## src/dci_pkg.sv

```systemverilog
// What this block and the software using it must do
// RQ1 - Read-only 16-bit count of fetched items
// RQ2 - Item count returns to zero at completion
// RQ3 - Next addresses from start, count, steps, width
// RQ4 - Source start held as two 16-bit halves
// RQ5 - Destination start held as two 16-bit halves
// RQ6 - Interrupt when match count equals index, pre-advance
// RQ7 - Interrupt only with interrupt enable bit set
// RQ8 - Length value N moves N plus one items
// RQ9 - Bit 13 picks level or rising-edge requests
// RQ10 - Bit 12 fills destination from one source fetch
// RQ11 - Software enables destination step in fill mode
// RQ12 - Fill mode keeps bus, no preemption
// RQ13 - Software avoids fill with peripheral triggering
// RQ14 - Bit 11 low: back to back, bus locked
// RQ15 - Bit 11 high: one idle cycle per store
// RQ16 - Peripheral trigger mode ignores bit 11
// RQ17 - Width field gives 1, 2, 4 byte items
// RQ18 - Run bit clears at normal-mode completion
// RQ19 - Circular triggered mode restarts with index reset
// RQ20 - Trigger bit picks immediate or paced start
package dci_pkg;

    // Printed register addresses, two bytes apart; slotOf turns each into its index
    localparam logic [31:0] OFF_ITEM_INDEX = 32'h5000361E;
    localparam logic [31:0] OFF_SRC_LOW = 32'h50003620;
    localparam logic [31:0] OFF_SRC_HIGH = 32'h50003622;
    localparam logic [31:0] OFF_DST_LOW = 32'h50003624;
    localparam logic [31:0] OFF_DST_HIGH = 32'h50003626;
    localparam logic [31:0] OFF_INT_MATCH = 32'h50003628;
    localparam logic [31:0] OFF_LENGTH = 32'h5000362A;
    localparam logic [31:0] OFF_CONTROL = 32'h5000362C;

    // Avalon word slot of a register: distance from the first, in halfword steps
    function automatic logic [2:0] slotOf(input logic [31:0] off);
        logic [31:0] d;
        d = (off - OFF_ITEM_INDEX) >> 1;
        return d[2:0];
    endfunction

    // Control field positions
    localparam int CTL_ON = 0;
    localparam int CTL_BW_LO = 1;
    localparam int CTL_BW_HI = 2;
    localparam int CTL_IRQ_EN = 3;
    localparam int CTL_TRIG = 4;
    localparam int CTL_DST_INC = 5;
    localparam int CTL_SRC_INC = 6;
    localparam int CTL_CIRC = 7;
    localparam int CTL_PRIO_LO = 8;
    localparam int CTL_PRIO_HI = 10;
    localparam int CTL_YIELD = 11;
    localparam int CTL_FILL = 12;
    localparam int CTL_EDGE = 13;
    localparam logic [15:0] CTL_WMASK = 16'h3FFF;

    // Reset values
    localparam logic [15:0] RST_REG16 = 16'h0000;
    localparam logic [31:0] RST_REG32 = 32'h00000000;

    // Bus width codes
    localparam logic [1:0] BW_BYTE = 2'h0;
    localparam logic [1:0] BW_HALF = 2'h1;
    localparam logic [1:0] BW_WORD = 2'h2;

    typedef enum logic [1:0] {ST_IDLE, ST_READ, ST_WRITE, ST_GAP} dci_state_e;

endpackage

```

## src/dci_channel.sv

```systemverilog
// Implementation choice: register access over Avalon-MM.
`timescale 1ns/1ps
module dci_channel
    import dci_pkg::*;
(
    input wire logic clk,
    input wire logic resetn,
    input wire logic [2:0] avsAddress,
    input wire logic avsRead,
    input wire logic avsWrite,
    input wire logic [31:0] avsWriteData,
    input wire logic [3:0] avsByteEnable,
    output logic [31:0] avsReadData,
    output logic avsWaitrequest,
    output logic [31:0] mAddress,
    output logic mRead,
    output logic mWrite,
    output logic [31:0] mWriteData,
    input wire logic [31:0] mReadData,
    input wire logic mWaitrequest,
    output logic [1:0] mSize,
    output logic busLock,
    output logic [2:0] channelPriority,
    input wire logic dmaReq,
    output logic dmaAck,
    output logic irqPulse,
    output logic channelActive
);

    localparam logic [2:0] S_IDX = slotOf(OFF_ITEM_INDEX);
    localparam logic [2:0] S_SRC_LO = slotOf(OFF_SRC_LOW);
    localparam logic [2:0] S_SRC_HI = slotOf(OFF_SRC_HIGH);
    localparam logic [2:0] S_DST_LO = slotOf(OFF_DST_LOW);
    localparam logic [2:0] S_DST_HI = slotOf(OFF_DST_HIGH);
    localparam logic [2:0] S_INT = slotOf(OFF_INT_MATCH);
    localparam logic [2:0] S_LEN = slotOf(OFF_LENGTH);
    localparam logic [2:0] S_CTL = slotOf(OFF_CONTROL);

    logic [15:0] itemIndex;
    logic [15:0] sourceBaseLow;
    logic [15:0] sourceBaseHigh;
    logic [15:0] destBaseLow;
    logic [15:0] destBaseHigh;
    logic [15:0] interruptMatchCount;
    logic [15:0] transferLengthValue;
    logic [15:0] channelControl;
    logic rdValid;
    dci_state_e state;
    logic [31:0] dataHold;
    logic reqPrev;
    logic reqPend;
    logic itemDone;
    logic lastItem;
    logic stopAtEnd;
    logic reqSeen;
    logic startItem;
    logic [1:0] busWidthSelect;
    logic [31:0] stepOffset;
    logic [31:0] srcAddr;
    logic [31:0] dstAddr;
    logic [15:0] ctlMerged;

    // Byte-lane merge for a 16-bit register in the low half of the word
    function automatic logic [15:0] merge16(input logic [15:0] old, input logic [31:0] wd,
                                            input logic [3:0] be);
        logic [15:0] r;
        r = old;
        if (be[0])
        begin
            r[7:0] = wd[7:0];
        end
        if (be[1])
        begin
            r[15:8] = wd[15:8];
        end
        return r;
    endfunction

    // Mode decode
    assign busWidthSelect = channelControl[CTL_BW_HI:CTL_BW_LO];
    assign channelActive = channelControl[CTL_ON];
    assign channelPriority = channelControl[CTL_PRIO_HI:CTL_PRIO_LO];
    assign mSize = busWidthSelect;
    assign ctlMerged = merge16(channelControl, avsWriteData, avsByteEnable) & CTL_WMASK;

    // Item offset: index times item size; reserved width steps as bytes
    always_comb
    begin
        stepOffset = {16'h0000, itemIndex};
        case (busWidthSelect)
            BW_HALF: stepOffset = {15'h0000, itemIndex, 1'h0}; // [RQ17]
            BW_WORD: stepOffset = {14'h0000, itemIndex, 2'h0}; // [RQ17]
            default: stepOffset = {16'h0000, itemIndex};
        endcase
    end

    // Fill mode never steps the source, only one fetch is made
    assign srcAddr = {sourceBaseHigh, sourceBaseLow} +
        ((channelControl[CTL_SRC_INC] && !channelControl[CTL_FILL]) ? stepOffset : RST_REG32); // [RQ3]
    assign dstAddr = {destBaseHigh, destBaseLow} +
        (channelControl[CTL_DST_INC] ? stepOffset : RST_REG32); // [RQ3]

    // Request qualification: level as is, or a latched rising edge
    assign reqSeen = channelControl[CTL_EDGE] ? reqPend : dmaReq; // [RQ9]
    assign startItem = (state == ST_IDLE) && channelActive &&
        (!channelControl[CTL_TRIG] || reqSeen); // [RQ20]
    assign itemDone = (state == ST_WRITE) && !mWaitrequest;
    assign lastItem = (itemIndex == transferLengthValue); // [RQ8]
    assign stopAtEnd = !(channelControl[CTL_CIRC] && channelControl[CTL_TRIG]); // [RQ18]

    // Lock for blocking copies and for fill; idle cycles release it
    assign busLock = channelActive && (state != ST_GAP) && (channelControl[CTL_FILL] ||
        (!channelControl[CTL_TRIG] && !channelControl[CTL_YIELD])); // [RQ12] [RQ14] [RQ16]
    assign mRead = (state == ST_READ);
    assign mWrite = (state == ST_WRITE);
    assign mWriteData = dataHold;

    // Slave reads take one wait cycle so read data come from a flop
    assign avsWaitrequest = avsRead && !rdValid;

    always_ff @(posedge clk)
    begin
        if (!resetn)
        begin
            rdValid <= 1'b0;
            avsReadData <= RST_REG32;
        end
        else
        begin
            rdValid <= avsRead && !rdValid;
            case (avsAddress)
                S_IDX: avsReadData <= {16'h0000, itemIndex}; // [RQ1]
                S_SRC_LO: avsReadData <= {16'h0000, sourceBaseLow};
                S_SRC_HI: avsReadData <= {16'h0000, sourceBaseHigh};
                S_DST_LO: avsReadData <= {16'h0000, destBaseLow};
                S_DST_HI: avsReadData <= {16'h0000, destBaseHigh};
                S_INT: avsReadData <= {16'h0000, interruptMatchCount};
                S_LEN: avsReadData <= {16'h0000, transferLengthValue};
                S_CTL: avsReadData <= {16'h0000, channelControl};
                default: avsReadData <= RST_REG32;
            endcase
        end
    end

    // Start addresses, match count and length
    always_ff @(posedge clk)
    begin
        if (!resetn)
        begin
            sourceBaseLow <= RST_REG16;
            sourceBaseHigh <= RST_REG16;
            destBaseLow <= RST_REG16;
            destBaseHigh <= RST_REG16;
            interruptMatchCount <= RST_REG16;
            transferLengthValue <= RST_REG16;
        end
        else if (avsWrite)
        begin
            case (avsAddress)
                S_SRC_LO: sourceBaseLow <= merge16(sourceBaseLow, avsWriteData, avsByteEnable); // [RQ4]
                S_SRC_HI: sourceBaseHigh <= merge16(sourceBaseHigh, avsWriteData, avsByteEnable); // [RQ4]
                S_DST_LO: destBaseLow <= merge16(destBaseLow, avsWriteData, avsByteEnable); // [RQ5]
                S_DST_HI: destBaseHigh <= merge16(destBaseHigh, avsWriteData, avsByteEnable); // [RQ5]
                S_INT: interruptMatchCount <= merge16(interruptMatchCount, avsWriteData, avsByteEnable);
                S_LEN: transferLengthValue <= merge16(transferLengthValue, avsWriteData, avsByteEnable);
                default: ;
            endcase
        end
    end

    // Control; completion clearing the run bit beats a same-cycle write
    always_ff @(posedge clk)
    begin
        if (!resetn)
        begin
            channelControl <= RST_REG16;
        end
        else
        begin
            if (avsWrite && (avsAddress == S_CTL))
            begin
                channelControl <= ctlMerged;
            end
            if (itemDone && lastItem && stopAtEnd)
            begin
                channelControl[CTL_ON] <= 1'b0; // [RQ18]
            end
        end
    end

    // Item index: advance per item, zero at completion or fresh start
    always_ff @(posedge clk)
    begin
        if (!resetn)
        begin
            itemIndex <= RST_REG16;
        end
        else if (itemDone)
        begin
            itemIndex <= lastItem ? RST_REG16 : itemIndex + 16'h0001; // [RQ2] [RQ19]
        end
        else if (avsWrite && (avsAddress == S_CTL) && ctlMerged[CTL_ON] && !channelActive)
        begin
            itemIndex <= RST_REG16;
        end
    end

    // Match compare uses the index before it advances
    always_ff @(posedge clk)
    begin
        if (!resetn)
        begin
            irqPulse <= 1'b0;
            dmaAck <= 1'b0;
        end
        else
        begin
            irqPulse <= itemDone && (interruptMatchCount == itemIndex) &&
                channelControl[CTL_IRQ_EN]; // [RQ6] [RQ7]
            dmaAck <= itemDone && channelControl[CTL_TRIG];
        end
    end

    // Edge capture; a new edge wins over the consume of the old one
    always_ff @(posedge clk)
    begin
        if (!resetn)
        begin
            reqPrev <= 1'b0;
            reqPend <= 1'b0;
        end
        else
        begin
            reqPrev <= dmaReq;
            if (dmaReq && !reqPrev)
            begin
                reqPend <= 1'b1; // [RQ9]
            end
            else if (startItem)
            begin
                reqPend <= 1'b0;
            end
        end
    end

    // Transfer sequencer; software stop takes effect between items
    always_ff @(posedge clk)
    begin
        if (!resetn)
        begin
            state <= ST_IDLE;
            mAddress <= RST_REG32;
            dataHold <= RST_REG32;
        end
        else
        begin
            case (state)
                ST_IDLE:
                begin
                    if (startItem)
                    begin
                        if (channelControl[CTL_FILL] && (itemIndex != RST_REG16))
                        begin
                            state <= ST_WRITE; // [RQ10]
                            mAddress <= dstAddr;
                        end
                        else
                        begin
                            state <= ST_READ;
                            mAddress <= srcAddr;
                        end
                    end
                end
                ST_READ:
                begin
                    if (!mWaitrequest)
                    begin
                        dataHold <= mReadData;
                        mAddress <= dstAddr;
                        state <= ST_WRITE;
                    end
                end
                ST_WRITE:
                begin
                    if (!mWaitrequest)
                    begin
                        if (channelControl[CTL_YIELD] && !channelControl[CTL_TRIG] &&
                            !channelControl[CTL_FILL]) // [RQ12]
                        begin
                            state <= ST_GAP; // [RQ15] [RQ16]
                        end
                        else
                        begin
                            state <= ST_IDLE; // [RQ14]
                        end
                    end
                end
                ST_GAP:
                begin
                    state <= ST_IDLE;
                end
                default:
                begin
                    state <= ST_IDLE;
                end
            endcase
        end
    end

    property p_idx_clear;
        @(posedge clk) disable iff (!resetn)
        (itemDone && lastItem) |=> (itemIndex == 16'h0000);
    endproperty
    a_idx_clear: assert property (p_idx_clear) else $error("index not cleared"); // [RQ2]

    property p_irq_match;
        @(posedge clk) disable iff (!resetn)
        (itemDone && (interruptMatchCount == itemIndex) && channelControl[CTL_IRQ_EN])
            |=> irqPulse;
    endproperty
    a_irq_match: assert property (p_irq_match) else $error("missed match interrupt"); // [RQ6]

    property p_irq_gate;
        @(posedge clk) disable iff (!resetn)
        irqPulse |-> ($past(channelControl[CTL_IRQ_EN]) && $past(itemDone));
    endproperty
    a_irq_gate: assert property (p_irq_gate) else $error("interrupt while disabled"); // [RQ7]

    property p_len_end;
        @(posedge clk) disable iff (!resetn)
        (itemDone && !lastItem) |=> (itemIndex == $past(itemIndex) + 16'h0001);
    endproperty
    a_len_end: assert property (p_len_end) else $error("wrong item count"); // [RQ8]

    property p_run_clear;
        @(posedge clk) disable iff (!resetn)
        (itemDone && lastItem && stopAtEnd) |=> !channelActive;
    endproperty
    a_run_clear: assert property (p_run_clear) else $error("run bit stayed set"); // [RQ18]

    property p_circ_keep;
        @(posedge clk) disable iff (!resetn)
        (itemDone && lastItem && !stopAtEnd && !(avsWrite && avsAddress == S_CTL))
            |=> channelActive;
    endproperty
    a_circ_keep: assert property (p_circ_keep) else $error("circular run dropped"); // [RQ19]

    property p_gap;
        @(posedge clk) disable iff (!resetn)
        (itemDone && channelControl[CTL_YIELD] && !channelControl[CTL_TRIG] &&
            !channelControl[CTL_FILL]) |=> (!mRead && !mWrite && !busLock);
    endproperty
    a_gap: assert property (p_gap) else $error("no idle cycle after store"); // [RQ15]

    property p_lock;
        @(posedge clk) disable iff (!resetn)
        ((mRead || mWrite) && channelControl[CTL_FILL]) |-> busLock;
    endproperty
    a_lock: assert property (p_lock) else $error("fill lost bus lock"); // [RQ12]

    property p_block;
        @(posedge clk) disable iff (!resetn)
        (itemDone && !lastItem && !channelControl[CTL_YIELD] && !channelControl[CTL_TRIG])
            |=> busLock;
    endproperty
    a_block: assert property (p_block) else $error("blocking copy released bus"); // [RQ14]

    property p_fill_fetch;
        @(posedge clk) disable iff (!resetn)
        (mRead && channelControl[CTL_FILL]) |-> (itemIndex == 16'h0000);
    endproperty
    a_fill_fetch: assert property (p_fill_fetch) else $error("fill refetched source"); // [RQ10]

    property p_dst_fixed;
        @(posedge clk) disable iff (!resetn)
        (mWrite && !channelControl[CTL_DST_INC]) |-> (mAddress == {destBaseHigh, destBaseLow});
    endproperty
    a_dst_fixed: assert property (p_dst_fixed) else $error("fixed destination moved"); // [RQ3]

    property p_paced;
        @(posedge clk) disable iff (!resetn)
        ($rose(mRead) && channelControl[CTL_TRIG] && !channelControl[CTL_EDGE])
            |-> $past(dmaReq);
    endproperty
    a_paced: assert property (p_paced) else $error("unpaced triggered fetch"); // [RQ20]

endmodule

```

## config.mk

```make
export PLATFORM = sky130hd
export DESIGN_NAME = dci_channel
export DESIGN_NICKNAME = d
export VERILOG_FILES = /design/src/dci_pkg.sv /design/src/dci_channel.sv
export SDC_FILE = /design/constraint.sdc
export NUM_CORES = 1
export LEC_CHECK = 0
export BUFFER_PORTS_ARGS = -buffer_cell sky130_fd_sc_hd__buf_4
export CORE_MARGIN = 4
export CORE_UTILIZATION = 53
export CTS_CLUSTER_DIAMETER = 30
export DETAILED_ROUTE_END_ITERATION = 16
export PLACE_DENSITY = 0.84
export RECOVER_POWER = 25
export SETUP_SLACK_MARGIN = 0.5
export SLEW_MARGIN = 20
export SYNTH_ARGS = -nofsm -noshare
export SYNTH_HDL_FRONTEND = slang
export SYNTH_SLANG_ARGS = --single-unit
```

## constraint.sdc

```tcl
create_clock -name clk -period 3.75 [get_ports clk]
set_clock_uncertainty 0.2 [all_clocks]
set_input_delay 0.5625 -clock clk [delete_from_list [all_inputs] [get_ports clk]]
set_output_delay 0.5625 -clock clk [all_outputs]
set_load 0.02 [all_outputs]
```

==> impl_metrics.ini <==
[outcome]
status = finished with violations
violations = capacitance limit, slew limit, setup timing

[die]
die_y_um = 164
die_w_um = 164
die-area_um2 = 26700
num_io_pins = 185
core_area_um2 = 23600
rows = 56
start_util_pct = 54.3

[global_route]
grt_start_max_net_pins = 95
grt_usage_pct = 31.3
antenna_found_initial = 0
grt_pass1_vias = 12369
grt.overflow.total = 0
grt_pass1_wl_um = 67200

[critical_path]
cp_max_fo = 6
criticalPathCategory = flip-flop to flip-flop
worstSetupEndpointType = flip-flop
required_ns = 3.96
start_kind = flip-flop
arrival_ns = 3.97

[clock_tree]
cts_buffers = 43
insertion_delay_ns = 0.53
htreeDepth = 2
clk_path_buf_depth = 3
cts_root_buf = clkbuf_16
clkTransAtPathRegs_ns = 0.05
cts_sinks = 213
tritoncts = done
holdBufCountCts = 0

[timing]
drv_slew = 52
fin_crit_ns = 3.76
worstMarginPinSlew_ns = 2.17
finalHoldViolations = 0
rsz0062_at_grt = true
hold_ws_ns = 0.0562
setup_violations = 1
period_share_pct = 100
finalWorstSetupSlack_ns = -0.00981
slew_headroom_pct = -45.0
clock.fmax_mhz = 266

[yosys]
synth_top_area_share_pct = 33.3
synth_top_cells_by_area = dfxtp_1 (33%), mux2i_1 (9.1%), nor2b_1 (6.6%), a21oi_1 (4.4%), nand2_1 (4.3%)
synthCells = 1563
synth_area_um2 = 12800
yosys_warnings = 0
async_flop_share_pct = 0
ys_seq_area_share_pct = 33.3
synth-seq-cells = 213
syn-mean-instance-area_um2 = 8.20
synth_edf_count = 0
yosys_most_used_dff = dfxtp_1
netlist_top_cells_count = dfxtp_1 (213), nand2_1 (147), nor2b_1 (135)
synth_cell_types = 77
yosys.area.top_type = dfxtp_1
yosysMostFrequentCell = dfxtp_1

[routing]
routed_wl_um = 44000
routed-wl-met2_um = 19600
wirelength_met1_um = 16700
firstDrtPassIters = 7
viasPerCell = 6.12
drc_errors = 0
vias = 13067
drtAntennaViolNets = 0
wire_per_inst_um = 20.6
met3_length_um = 5010
routed.top_layer = met4
drt_iter0_markers = 1507

[place]
place_congestion = 1.03
pre_cts_ws_ns = 0.00355
io_buffers = 150
dp_hpwl_um = 30500

[finish]
synthToLayoutAreaGrowth_pct = 30.1
fillCellCount = 1750
antenna_cells = 0
final_layout_size_suffix_gt1_share_pct = 22.6
fin_nets = 1903

[worst_hold_path]
worst_hold_path_type = input port to flip-flop

[power]
power_density_nw_per_um2 = 398
ir_worst_vdd_v = 0.000459
leakage_nw = 6.29

[job]
maxCapViolCount = 1
[final timing paths]
| check | slack (ns) | start | depth (start not counted) | endpoint |
|---|---|---|---|---|
| worst max register to register | -0.01 | channelControl[1] | 17 | mAddress[31] |
| worst max-delay path | -0.01 | channelControl[1] | 17 | mAddress[31] |
| worst min-delay path | 0.06 | dmaReq | 2 | reqPrev |
| worst min register to register | 0.25 | mAddress[31] | 2 | mAddress[31] |
[cells by family after synthesis]
logic type	count (synthesis)	synth area share, %
AO/OA/AOI/OAI	401	20.0
AND/OR/NAND/NOR	549	21.4
adder cells (fa/ha/maj)	42	4.22
multiplexers	130	10.7
XOR/XNOR	72	4.92
other	1	0.0293
buffers and inverters	155	5.39
flip-flops	213	33.3
[sequential cells by signal (all words and copies together) (netlist names)]
signal and cells:
reqPend 1, state 2, transferLengthValue 16, mAddress 32, destBaseLow 16, channelControl 14, destBaseHigh 16, irqPulse 1
sourceBaseLow 16, rdValid 1, mWriteData 32, itemIndex 16, sourceBaseHigh 16, interruptMatchCount 16, avsReadData 16, reqPrev 1
dmaAck 1
[power by group]
part           switching [mW]  internal [mW]
sequential             0.0348           2.31
clock                    1.28           2.57
combinational           0.266          0.172
total                    1.58           5.05
[metrics by stage]
step | setup TNS [ns] | utilization [%] | power (mW) | instance area, um2 | std cells
2_1_floorplan | 0 | - | 2.64 | 13100 | 1578
5_1_grt | -0.546 | 70.6 | 6.81 | 16700 | 2136
4_1_cts | 0 | 70.6 | 6.65 | 16700 | 2127
6_report | -0.00981 | 70.6 | 6.63 | 16700 | 2136
3_5_place_dp | 0 | 62.3 | 2.80 | 14700 | 2021
3_3_place_gp | 0 | 62.3 | 2.79 | 14700 | 2021
[cell usage in the layout, fill, tap and decap left out, types with 22 or more instances in the layout]
| master | count |
|---|---|
| a21boi_0 | 45 |
| a21oi_1 | 84 |
| a21oi_2 | 28 |
| buf_4 | 189 |
| clkbuf_1 | 75 |
| clkbuf_16 | 44 |
| dfxtp_1 | 211 |
| ha_1 | 31 |
| inv_1 | 37 |
| mux2i_1 | 116 |
| nand2_1 | 147 |
| nand3_1 | 22 |
| nor2_1 | 116 |
| nor2b_1 | 134 |
| o21ai_0 | 82 |
| xnor2_1 | 50 |
[timing repair]
action	in CTS	in global routing
pin swaps	30	47
buffers inserted	28	9
endpoints found under the setup margin	26	26
resized for setup	59	48
[routing by layer]
layer	up-vias	GRT usage (%)
met2	858	49.6
li1	5936	-
met5	-	0
met4	0	15.5
met1	6060	39.8
met3	213	7.97
[critical path, cell delays in order, from the launching register on]
cell	delay, ns
dfxtp_4	0.34
buf_6	0.12
ha_4	0.16
buf_12	0.13
a22oi_1	0.21
nor2_1	0.08
a21oi_2	0.15
nor2_1	0.07
ha_1	0.34
nand4_1	0.15
nor3_4	0.27
o41ai_4	0.14
o311a_4	0.36
nor4_4	0.28
mux2i_1	0.13
a211oi_2	0.28
buf_4	0.17
o21ai_1	0.05
[layout make-up]
| cell class | count | area, um2 | share of cell area, % |
|---|---|---|---|
| Clock inverter | 26 | 313 | 1.88 |
| Timing Repair Buffer | 276 | 1890 | 11.4 |
| Tap cell | 319 | 399 | 2.39 |
| Multi-Input combinational cell | 1210 | 8480 | 50.8 |
| Inverter | 40 | 150 | 0.901 |
| Clock buffer | 52 | 1170 | 7.02 |
| Sequential cell | 213 | 4270 | 25.6 |
No activity file was read; power rests on OpenSTA's default activity.
